$ cat src/hw/sar_adc_consts.vh
`ifndef SAR_ADC_CONSTS_VH
`define SAR_ADC_CONSTS_VH
`define RESULT_WIDTH      12
`define BUS_WIDTH         8
`define CLK_PERIOD_NS     8
`define CONVERT_PULSE_NS  40
`define CONVERT_PULSE_CYC ((`CONVERT_PULSE_NS + `CLK_PERIOD_NS - 1) / `CLK_PERIOD_NS)
`define CONVERT_TIME_NS   14700
`define CONVERT_TIME_CYC  (`CONVERT_TIME_NS / `CLK_PERIOD_NS)
`define SCLK_PERIOD_NS    1104
`define SCLK_HALF_CYC     ((`SCLK_PERIOD_NS / 2) / `CLK_PERIOD_NS)
`define SCLK_START_NS     1400
`define SCLK_START_CYC    (`SCLK_START_NS / `CLK_PERIOD_NS)
`define MIDSCALE_FLIP     12'h800
`define CODE_POS_FS_BTC   12'h7FF
`define CODE_NEG_FS_BTC   12'h800
`endif

$ cat src/hw/sar_adc_sync.v
`timescale 1ns/1ps
module sar_adc_sync #(
  parameter WIDTH = 1
) (
  // clock and reset
  input  wire             clk,
  input  wire             sys_rst,
  // asynchronous in, synchronised out
  input  wire [WIDTH-1:0] asyncIn,
  output reg  [WIDTH-1:0] syncOut
);
  reg [WIDTH-1:0] stage1;

  // stage1 feeds syncOut only
  always @(posedge clk) begin
    if (sys_rst) begin
      stage1  <= {WIDTH{1'b1}};
      syncOut <= {WIDTH{1'b1}};
    end else begin
      stage1  <= asyncIn;
      syncOut <= stage1;
    end
  end
endmodule // sar_adc_sync

$ cat src/hw/sar_adc_control.v
// Function
// - both selects low for the minimum pulse width holds the sample and starts conversion
// - busy goes low at start and stays low until the result register updates
// - convert commands are ignored while busy is low
// - selects still low when busy rises start a new, invalid conversion
// - chip select high: no operation and parallel bus high impedance
// - any conversion start leaves or puts the parallel bus high impedance
// - select low, read high, busy high drives the latest completed result
// - bus enabled while busy low shows the previous conversion result
// - chip select and read/convert combine as a level sensitive OR
// - internal clock mode drives bit clock and shifts previous result after start
// - chip select tied low lets read/convert alone control convert and reads, except external clock reads, which need chip select to fall
// - format select high gives straight binary, low gives two's complement
// - codes: two's complement 7FF/000/800, straight binary FFF/800/000
// - parallel read keeps the output register, serial read shifts a copy of it per pulse
// - external clock mode takes bit clock as input, conversion still internal
// - external clock mode shifts result out in step with the external clock
// - internal mode: twelve bits msb first, then clock low and tail level out
// - byte select low: top eight bits; high: low four bits on upper pins
// - parallel pins driven only with read high and chip select low
`timescale 1ns/1ps
`include "sar_adc_consts.vh"
module sar_adc_control #(
  parameter WIDTH      = `RESULT_WIDTH,
  parameter CONV_CYC   = `CONVERT_TIME_CYC,
  parameter PULSE_CYC  = `CONVERT_PULSE_CYC,
  parameter HALF_CYC   = `SCLK_HALF_CYC,
  parameter START_CYC  = `SCLK_START_CYC
) (
  // clock and reset
  input  wire             clk,
  input  wire             sys_rst,
  // host control pins, active low selects
  input  wire             chipSel_n,
  input  wire             readConvert,
  input  wire             byteSelect,
  input  wire             output_format_select,
  input  wire             data_clock_source_select,
  input  wire             serialTag,
  // sampled value from the analog core, straight binary
  input  wire [WIDTH-1:0] sampleCode,
  // status
  output reg              busy_n,
  output reg              invalidSample,
  // parallel bus, enable low while driving
  output reg  [`BUS_WIDTH-1:0] parallel_data_pins,
  output reg              parallelOe_n,
  // serial data and bit clock pin
  input  wire             serialClkIn,
  output reg              serial_bit_clock,
  output reg              serialClkOe_n,
  output reg              serial_out_line
);
  localparam [2:0] ST_IDLE = 3'b001;
  localparam [2:0] ST_ARM  = 3'b010;
  localparam [2:0] ST_CONV = 3'b100;

  wire [2:0] syncPins;
  wire       csSync;
  wire       rcSync;
  wire       extClkSync;

  sar_adc_sync #(.WIDTH(3)) u_sync (
    .clk     (clk),
    .sys_rst (sys_rst),
    .asyncIn ({chipSel_n, readConvert, serialClkIn}),
    .syncOut (syncPins)
  );
  assign csSync     = syncPins[2];
  assign rcSync     = syncPins[1];
  assign extClkSync = syncPins[0];

  // format conversion: two's complement flips the top bit
  function [WIDTH-1:0] formatCode;
    input [WIDTH-1:0] code;
    input             straight;
    begin
      formatCode = straight ? code : (code ^ `MIDSCALE_FLIP);
    end
  endfunction

  reg  [2:0]       state;
  reg  [15:0]      pulseCnt;
  reg  [31:0]      convCnt;
  reg  [WIDTH-1:0] holdCode;
  reg  [WIDTH-1:0] outReg;
  reg  [WIDTH-1:0] shiftReg;
  reg              prevCs;
  reg              prevRc;
  reg              prevExtClk;
  reg              sampled;
  reg  [15:0]      sclkDiv;
  reg  [4:0]       sclkEdges;
  reg              sclkRun;
  reg  [15:0]      sclkDelay;
  reg              tailLevel;
  reg              extShiftEn;

  // level-sensitive OR of the two active-low controls
  wire convLevel = ~csSync & ~rcSync;
  wire busEnable = ~csSync & rcSync;
  wire extRise   = extClkSync & ~prevExtClk;
  wire csFall    = ~csSync & prevCs;

  always @(posedge clk) begin
    if (sys_rst) begin
      state         <= ST_IDLE;
      pulseCnt      <= 16'h0000;
      convCnt       <= 32'h0000_0000;
      holdCode      <= {WIDTH{1'b0}};
      outReg        <= {WIDTH{1'b0}};
      busy_n        <= 1'b1;
      invalidSample <= 1'b0;
      sampled       <= 1'b0;
      prevCs        <= 1'b1;
      prevRc        <= 1'b1;
      prevExtClk    <= 1'b0;
      extShiftEn    <= 1'b0;
    end else begin
      prevCs     <= csSync;
      prevRc     <= rcSync;
      prevExtClk <= extClkSync;
      case (state)
        ST_IDLE: begin
          pulseCnt <= 16'h0000;
          if (convLevel) begin
            state <= ST_ARM;
          end
        end
        ST_ARM: begin
          if (!convLevel) begin
            state <= ST_IDLE; // pulse too short is dropped
          end else if (pulseCnt >= PULSE_CYC[15:0] - 16'h0002) begin
            state    <= ST_CONV;
            busy_n   <= 1'b0;
            convCnt  <= 32'h0000_0000;
            holdCode <= sampleCode;
            invalidSample <= ~sampled;
          end else begin
            pulseCnt <= pulseCnt + 16'h0001;
          end
        end
        ST_CONV: begin
          // selects are not looked at here: commands ignored while busy
          if (convCnt == CONV_CYC - 1) begin
            outReg <= formatCode(holdCode, output_format_select);
            busy_n <= 1'b1;
            sampled <= 1'b0;
            // selects still low here re-arm from idle with no acquisition,
            // so busy is seen to rise before the invalid restart
            state <= ST_IDLE;
          end else begin
            convCnt <= convCnt + 32'h0000_0001;
          end
        end
        default: state <= ST_IDLE;
      endcase
      if (state == ST_IDLE && !convLevel) begin
        sampled <= 1'b1; // tracking between conversions
      end
      // external clock shifting: armed by chip select falling while read high
      if (csSync || !rcSync) begin
        extShiftEn <= 1'b0;
      end else if (csFall && rcSync) begin
        extShiftEn <= 1'b1;
      end
    end
  end

  // serial shift register and internal bit clock
  wire [WIDTH-1:0] loadValue = outReg;
  always @(posedge clk) begin
    if (sys_rst) begin
      shiftReg         <= {WIDTH{1'b0}};
      sclkDiv          <= 16'h0000;
      sclkEdges        <= 5'h00;
      sclkRun          <= 1'b0;
      sclkDelay        <= 16'h0000;
      serial_bit_clock <= 1'b0;
      serialClkOe_n    <= 1'b1;
      serial_out_line  <= 1'b0;
      tailLevel        <= 1'b0;
    end else begin
      serialClkOe_n <= data_clock_source_select;
      if (!data_clock_source_select && state == ST_ARM && busy_n &&
          pulseCnt >= PULSE_CYC[15:0] - 16'h0002 && convLevel) begin
        shiftReg  <= loadValue; // previous result into shifter
        sclkDelay <= START_CYC[15:0];
        sclkRun   <= 1'b1;
        sclkDiv   <= 16'h0000;
        sclkEdges <= 5'h00;
        serial_bit_clock <= 1'b0;
        serial_out_line  <= loadValue[WIDTH-1];
      end else if (sclkRun) begin
        if (sclkDelay != 16'h0000) begin
          sclkDelay <= sclkDelay - 16'h0001;
        end else if (sclkDiv == HALF_CYC[15:0] - 16'h0001) begin
          sclkDiv <= 16'h0000;
          serial_bit_clock <= ~serial_bit_clock;
          if (!serial_bit_clock) begin
            if (sclkEdges == 5'h00) begin
              tailLevel <= serialTag;
            end
          end else begin
            // falling edge: advance to the next bit
            shiftReg  <= {shiftReg[WIDTH-2:0], 1'b0};
            sclkEdges <= sclkEdges + 5'h01;
            if (sclkEdges == WIDTH - 1) begin
              sclkRun <= 1'b0;
              serial_out_line <= tailLevel;
            end else begin
              serial_out_line <= shiftReg[WIDTH-2];
            end
          end
        end else begin
          sclkDiv <= sclkDiv + 16'h0001;
        end
      end else if (data_clock_source_select) begin
        serial_bit_clock <= 1'b0;
        if (csFall && rcSync) begin
          shiftReg        <= outReg; // n if busy high, n-1 if low
          serial_out_line <= outReg[WIDTH-1];
        end else if (extShiftEn && extRise) begin
          shiftReg        <= {shiftReg[WIDTH-2:0], serialTag};
          serial_out_line <= shiftReg[WIDTH-2];
        end
      end
    end
  end

  // parallel bus: reads never disturb outReg
  always @(posedge clk) begin
    if (sys_rst) begin
      parallel_data_pins <= {`BUS_WIDTH{1'b0}};
      parallelOe_n       <= 1'b1;
    end else begin
      parallelOe_n <= ~busEnable;
      if (!byteSelect) begin
        parallel_data_pins <= outReg[WIDTH-1:WIDTH-`BUS_WIDTH];
      end else begin
        parallel_data_pins <= {outReg[3:0], 4'h0};
      end
    end
  end
endmodule // sar_adc_control

$ cat config.mk
export PLATFORM = sky130hd
export DESIGN_NAME = sar_adc_control
export DESIGN_NICKNAME = d
export VERILOG_FILES = /design/src/hw/sar_adc_sync.v /design/src/hw/sar_adc_control.v
export VERILOG_INCLUDE_DIRS = /design/src /design/src/hw
export SDC_FILE = /design/constraint.sdc
export NUM_CORES = 1
export LEC_CHECK = 0
export BUFFER_PORTS_ARGS = -buffer_cell sky130_fd_sc_hd__buf_2
export CORE_UTILIZATION = 40
export CTS_CLUSTER_DIAMETER = 120
export DETAILED_ROUTE_END_ITERATION = 12
export PLACE_DENSITY = 0.65
export SYNTH_ARGS = -nofsm -noshare
export SYNTH_HDL_FRONTEND = slang
export SYNTH_SLANG_ARGS = --single-unit
$ cat constraint.sdc
create_clock -name clk -period 7.1 [get_ports clk]
set_input_delay 1.065 -clock clk [delete_from_list [all_inputs] [get_ports clk]]
set_output_delay 1.065 -clock clk [all_outputs]
set_load 0.005 [all_outputs]
==> metrics.txt, run 1 <==
largest net degree at the start of global routing between 60 and 70; CTS tree yes; met3 Use GR 0.0519; worst slew pin tran approximately 1.1 ns; R2R depth 7; asr flop ratio synth 0; RSZ-0062 raised after global routing no; sw frac 0.206; status completed; CTS sink cnt about 150; r2r endpoint sclkDiv[11]; Initial Util 0.412; Hold Path End u_sync.syncOut[0]; Final Instance Area about 7200 um2; Final ANT Viol Nets 0; most common cell after layout, fill and taps aside dfxtp_1; P_int around 1400 uW; cells after synthesis a little over 700; worst slack, placed between 3 and 4 ns; Rows 45; Peak Freq between 300 and 400 MHz; syn avg cell area approximately 9 um2; Period minus WS final 3.06 ns; CP startpoint kind flip-flop; Hold Crit Start u_sync.stage1[0]; global routing usage on met1 0.231; fin. max-slew vios 0; Synth area leader dfxtp_1; Gate power share 0.019; clock root buffer clkbuf_16; initial antenna violation count 0; cts bufs inserted 17; Worst Setup SP sclkDelay[0]; Post-synth EDFFs 0; DR vias 4907; Final Cycle Share 0.431; Initial DRC Count 332; number of global-route vias before repair about 4700; share of cells above drive strength 1 0.116; Hold Path Cell Cnt 1; syn nets between 700 and 800; Detail Placement HPWL a little under 9000 um; area grow syn2layout 15.0%; H-tree depth 4; CTS Hold Bufs 0; clk_lat worst skew 0.41 ns; core area between 15000 and 20000 um2; Pre-antenna DRT Iters 5; setup bufs post-CTS 0; HP Class flip-flop to flip-flop; PortBufs 34; global-route wire length before repair roughly 22000 um; Design Power about 1800 uW; Non-Filler Instances between 900 and 1000; Routed Wire Length roughly 13000 um; Seq cells post-synth about 150; max_cap viols 0; Worst setup EP type flip-flop; CTS max path bufs 2; P_leak roughly 0.0028 uW; Netlist Area Pre-Place 6300 um2; Setup Crit Path Kind flip-flop to flip-flop; DIE HEIGHT between 100 and 150 um; Yosys top cell area share 0.473; die width approximately 130 um; clock skew between 0.006 and 0.007 ns; DR WL/cell 13.3 um; met2 usage 0.266; Worst-path clk slew 0.06 ns; Hold Violations, Final 0; leading cell types in the layout, fill and taps excluded dfxtp_1 (149), nor2_1 (112), a21oi_1 (60); Sw Pwr ~370 uW; vias per cell between 5 and 6; grt ovf 0; top_reg_cell synth dfxtp_1; WP data arrival approximately 3.4 ns; FF-to-FF Start sclkDelay[0]; number of antenna diodes 0; synth top area cells dfxtp_1 (47%), nor2_1 (6.7%), xnor2_1 (5.1%), a21oi_1 (4.8%), mux2i_1 (4.3%); YS warnings 0; dpl cell area around 6600 um2; DRC 0; Max-slew headroom 0.238; pwr dens approximately 250 nW/um2; part of the power in the clock network 0.507; placed insts about 940; NumNets Final between 700 and 800; GRT busiest layer met2; num ports 35; Reg2Reg Setup Slack approximately 4 ns; gr usage total 0.172; TNS Setup 0 ns; peak supply drop ~0.00017 V; sequential share of power 0.474; synth unique cells 52; Worst Path Max Fanout 14; sequential area share after synthesis 0.473; cts repair resizes 0; Final Wtd Congestion 0.798; post-layout worst setup margin between 4 and 5 ns; Die ar. roughly 16000 um2; Worst Path Required 7.38 ns; endpoints failing setup 0
flip-flops by register name, summed over array words and instances (netlist names), 3 cells and up:
name	cells
u_sync.syncOut	3
holdCode	12
pulseCnt	16
sclkEdges	5
state	3
loadValue	12
shiftReg	11
sclkDiv	16
u_sync.stage1	3
sclkDelay	16
parallel_data_pins	8
convCnt	32
critical path, cell delays in order, from the launching register on:
cell,delay (ns)
dfxtp_1,0.31
inv_1,0.08
ha_1,0.18
or4b_2,0.58
or4_1,0.60
nor3_1,0.54
or3_1,0.53
nor2_1,0.10
per-layer routing:
metal / up-vias / routed length [um]
met1: 2252 / 6330
met2: 97 / 5740
met4: 0 / 142
met5: - / 0
met3: 15 / 671
li1: 2543 / -
kinds of logic after synthesis:
family	count (synthesis)	synth area share
compound gates	107	0.0967
xor+xnor	59	0.0820
fa+ha+maj	8	0.0159
buf+inv	49	0.0320
flops	149	0.473
mux	27	0.0429
simple gates	319	0.257
cell type report:
cell class,instances,area [um2]
Fill cell,1531,8070
Multi-Input combinational cell,520,3120
Sequential cell,149,2980
Clock buffer,20,447
Tap cell,211,264
Timing Repair Buffer,39,208
Clock inverter,12,154
Inverter,19,71.3
synthesized netlist by cell type, types with 8 or more instances:
master / number
nor2_1: 112
nand4_1: 22
ha_1: 8
xnor2_1: 37
dfxtp_1: 149
mux2i_1: 27
clkbuf_1: 23
and3_1: 12
nand2_1: 52
and2_1: 17
nor3_1: 9
inv_1: 19
a21oi_1: 60
or3_1: 10
nor4_1: 16
or2_2: 10
o21ai_0: 23
nand3_1: 22
xor2_1: 22
how the worst max path moves through the flow:
stage                  end  slack, ns  cells after the start
6_report       sclkDiv[11]       4.04                      7
5_1_grt         sclkDiv[7]       3.77                      7
3_3_place_gp   convCnt[21]       3.94                      5
4_1_cts        sclkDiv[11]       4.04                      7
2_1_floorplan  sclkDiv[13]       4.49                     10
3_5_place_dp    convCnt[3]       3.93                      5
stage by stage:
stage / util / hold slack, ns
6_report: 0.473 / 0.409
3_5_place_dp: 0.434 / 0.399
4_1_cts: 0.473 / 0.411
3_3_place_gp: 0.434 / 0.391
2_1_floorplan: - / 0.389
5_1_grt: 0.473 / 0.421
power by group through the flow:
| stage | registers [uW] | logic [uW] | clock network (uW) |
|---|---|---|---|
| CTS | 844 | 34.1 | 926 |
| floorplan | 862 | 22.4 | 0 |
| global placement | 863 | 34.1 | 0 |
| global route | 845 | 37.6 | 969 |
| detailed placement | 863 | 33.9 | 0 |
| finish | 844 | 33.7 | 905 |
(Power assumes the default switching activity.)
==> run 2: changes to the inputs <==
Settings changed: PLACE_DENSITY 0.65 to 0.67.
Clock period 7.1 ns to 2.6 ns, I/O delays scaled along.
==> metrics.txt, run 2 (same netlist as run 1, synthesis figures left out) <==
status completed; fin. max-slew vios 0; Initial DRC Count roughly 280; die width around 130 um; Worst Path Max Fanout 6; CTS Hold Bufs 0; TNS Setup 0 ns; HP Class primary input to flip-flop; Worst-path clk slew ~0.060 ns; DR WL/cell 13.5 um; clock skew 0.00867 ns; DR vias between 5000 and 6000; Die ar. 16300 um2; final core utilization 0.485; grt ovf 0; H-tree depth 4; most common cell after layout, fill and taps aside dfxtp_1; fillers approximately 1500; max_cap viols 0; CTS tree yes; peak supply drop roughly 0.00051 V; Max-slew headroom 0.560; Pre-antenna DRT Iters 5; core area about 15000 um2; number of antenna diodes 0; vias per cell approximately 5; DRC 0; NumNets Final just under 800; largest net degree at the start of global routing 33; leading cell types in the layout, fill and taps excluded dfxtp_1 (148), nor2_1 (112), a21oi_1 (60); Setup Crit Path Kind flip-flop to flip-flop; Final Instance Area ~7400 um2; max FFs per register 32; dpl cell area roughly 7000 um2; endpoints failing setup 0; Final ANT Viol Nets 0; global-route wire length before repair ~23000 um; area grow syn2layout 17.7%; Seq. cell area 2980 um2; hold slack about 0.16 ns; Period minus WS final around 2.5 ns; Final Cycle Share 0.956; clock root buffer clkbuf_16; number of global-route vias before repair around 4900; Worst Path Required 2.91 ns; P_leak roughly 0.0029 uW; Hold Violations, Final 0; Rows 45; Multi-input gate area ~3200 um2; Detail Placement HPWL between 9000 and 10000 um; CP startpoint kind flip-flop; CTS sink cnt roughly 150; RSZ-0062 raised after global routing yes; worst slew pin tran around 0.65 ns; cts bufs inserted 17; DIE HEIGHT 128 um; Worst setup EP type flip-flop; num ports 35; share of cells above drive strength 1 0.146; PortBufs 34; gr usage total 0.178; Peak Freq around 400 MHz; Final Wtd Congestion between 0.8 and 0.9; WP data arrival 2.80 ns; pwr dens roughly 640 nW/um2; Initial Util 0.412; Routed Wire Length between 10000 and 15000 um; clk_lat worst skew approximately 0.42 ns; most flop-heavy register convCnt; CTS max path bufs 2; initial antenna violation count 0
==> run 2: metrics by stage <==
step	power, uW	cells	worst slack (ns)
global placement	2460	956	0.0323
global route	4930	990	-0.00814
CTS	4810	988	0.00670
detailed placement	2460	956	0.00602
floorplan	2420	718	0.00395
finish	4760	990	0.115
==> run 2: repair_timing <==
action                     CTS  global route
hold endpoints to repair     0             0
resized for setup            0             3
setup endpoints to repair    0            16
buffers inserted             0             2
==> run 2: critical path: stages (launching register included) <==
cell and delay (ns):
dfxtp_2 0.33, inv_2 0.06, ha_4 0.13, or4b_4 0.44, or4_1 0.55, or3b_4 0.48
nor3_4 0.21, xnor2_1 0.15, nor2_2 0.04
==> run 2: cell type report <==
type	instances	area share
tap	211	0.0356
sequential	149	0.402
timing repair buffer	59	0.0499
clock buffer	22	0.0639
multi-input combinational	520	0.425
inverter	19	0.00961
clock inverter	10	0.0135
==> run 2: report_power, final <==
part | total (uW) | leakage (uW) | switching (uW) | internal [uW]
clock network | 2350 | 0.000269 | 956 | 1400
registers | 2310 | 0.00120 | 8.14 | 2300
logic | 102 | 0.00141 | 62.4 | 40.1
total | 4760 | 0.00288 | 1030 | 3740
==> run 2: routing by layer <==
layer / global-route usage / vias up / part of all wire
met4: 0.0525 / 0 / 0.0097
li1: - / 2589 / -
met2: 0.284 / 82 / 0.45
met1: 0.235 / 2364 / 0.50
met5: 0 / - / 0
met3: 0.0503 / 11 / 0.036
==> run 2: final timing paths <==
kind	cells past startpoint	slack [ns]	end	start
setup / recovery	8	0.12	sclkDiv[15]	sclkDelay[1]
hold / removal	2	0.16	u_sync.stage1[0]	serialClkIn
setup reg to reg	8	0.12	sclkDiv[15]	sclkDelay[1]
hold reg to reg	1	0.42	u_sync.syncOut[0]	u_sync.stage1[0]
==> run 3: changes to the inputs <==
Settings changed: RECOVER_POWER from default to 50.
==> metrics.txt, run 3 (same netlist as run 1, synthesis figures left out) <==
CTS sink cnt roughly 150; core area between 15000 and 20000 um2; die width between 100 and 150 um; Rows 45; Worst setup EP type flip-flop; most common cell after layout, fill and taps aside dfxtp_1; fin. max-slew vios 0; most flop-heavy register convCnt; max_cap viols 0; clk_lat worst skew 0.42 ns; CTS tree yes; Worst Path Required 2.91 ns; PortBufs 34; DIE HEIGHT approximately 130 um; NumNets Final about 800; Hold Crit Start serialClkIn; Max-slew headroom 0.0870; H-tree depth 4; Peak Freq 402 MHz; Die ar. ~16000 um2; DRC 0; vias per cell 5.09; number of antenna diodes 0; global-route wire length before repair about 23000 um; Period minus WS final approximately 2.5 ns; DR WL/cell 13.5 um; CP startpoint kind flip-flop; Detail Placement HPWL roughly 9200 um; clock skew between 0.008 and 0.009 ns; clock root buffer clkbuf_16; Pre-antenna DRT Iters 4; peak supply drop roughly 0.0005 V; grt ovf 0; max FFs per register 32; worst slew pin tran about 1.4 ns; largest net degree at the start of global routing 33; pwr dens about 650 nW/um2; HP Class primary input to flip-flop; Initial DRC Count 282; worst slack, placed approximately 0.006 ns; Final Cycle Share 0.956; post-layout worst setup margin between 0.1 and 0.15 ns; P_leak between 0.002 and 0.003 uW; RSZ-0062 raised after global routing yes; initial antenna violation count 0; Initial Util 0.412; gr usage total 0.178; Worst Setup SP sclkDelay[1]; Worst Path Max Fanout 6; Hold Violations, Final 0; Design Power 4760 uW; CTS Hold Bufs 0; Routed Wire Length approximately 13000 um; Final Wtd Congestion a little over 0.8; TNS Setup 0 ns; num ports 35; DR vias between 5000 and 6000; endpoints failing setup 0; Final ANT Viol Nets 0; Worst-path clk slew 0.06 ns; share of cells above drive strength 1 0.130; WP data arrival between 2 and 3 ns; cts bufs inserted 17; CTS max path bufs 2; area grow syn2layout 17.2%; FF-to-FF Start sclkDelay[1]; number of global-route vias before repair slightly below 5000; Setup Crit Path Kind flip-flop to flip-flop; leading cell types in the layout, fill and taps excluded dfxtp_1 (148), nor2_1 (112), a21oi_1 (60); status completed
run 3: cell types whose count changed in the layout (fill, tap and decap cells not counted):
cell      change
clkbuf_2      +2
and2_1        -8
o31ai_1       +1
clkbuf_1     +12
buf_2         -7
buf_4         -7
and2_0        +8
o31ai_2       -1
run 3: final timing paths:
path	to	slack (ns)	depth (start not counted)
min	u_sync.stage1[0]	0.16	2
min reg2reg	u_sync.syncOut[0]	0.42	1
max	sclkDiv[15]	0.12	8
max reg2reg	sclkDiv[15]	0.12	8
run 3: metal layers:
metal,global-route usage,part of all wire,vias up
met5,0,0,-
met4,0.0525,0.0099,0
met3,0.0503,0.029,13
met2,0.284,0.45,69
met1,0.235,0.51,2371
li1,-,-,2585
run 3: per-stage QoR:
step / utilization / area, um2 / hold slack, ns / std cells
2_1_floorplan: - / 6330 / 0.389 / 718
3_3_place_gp: 0.445 / 6820 / 0.394 / 956
3_5_place_dp: 0.445 / 6820 / 0.411 / 956
4_1_cts: 0.483 / 7390 / 0.139 / 988
5_1_grt: 0.482 / 7380 / 0.144 / 990
6_report: 0.482 / 7380 / 0.159 / 990
run 3: area by class of cell:
class | count | area (um2)
sequential | 149 | 2980
timing repair buffer | 59 | 338
multi-input combinational | 520 | 3150
inverter | 19 | 71.3
fill | 1483 | 7930
clock inverter | 10 | 100
tap | 211 | 264
clock buffer | 22 | 474
run 3: repair_timing:
action,CTS,global route
resized for setup,0,3
buffers inserted,0,2
setup endpoints to repair,0,16
endpoints found under the hold margin,0,0
run 3: worst max-delay path, stage by stage, from the launching register on:
cell,delay (ns)
dfxtp_2,0.33
inv_2,0.06
ha_4,0.13
or4b_4,0.44
or4_1,0.55
or3b_4,0.48
nor3_4,0.21
xnor2_1,0.15
nor2_2,0.04
run 3: power breakdown:
part | switching (uW) | internal, uW
Sequential | 8.19 | 2300
Combinational | 62.7 | 38.7
Clock | 958 | 1400
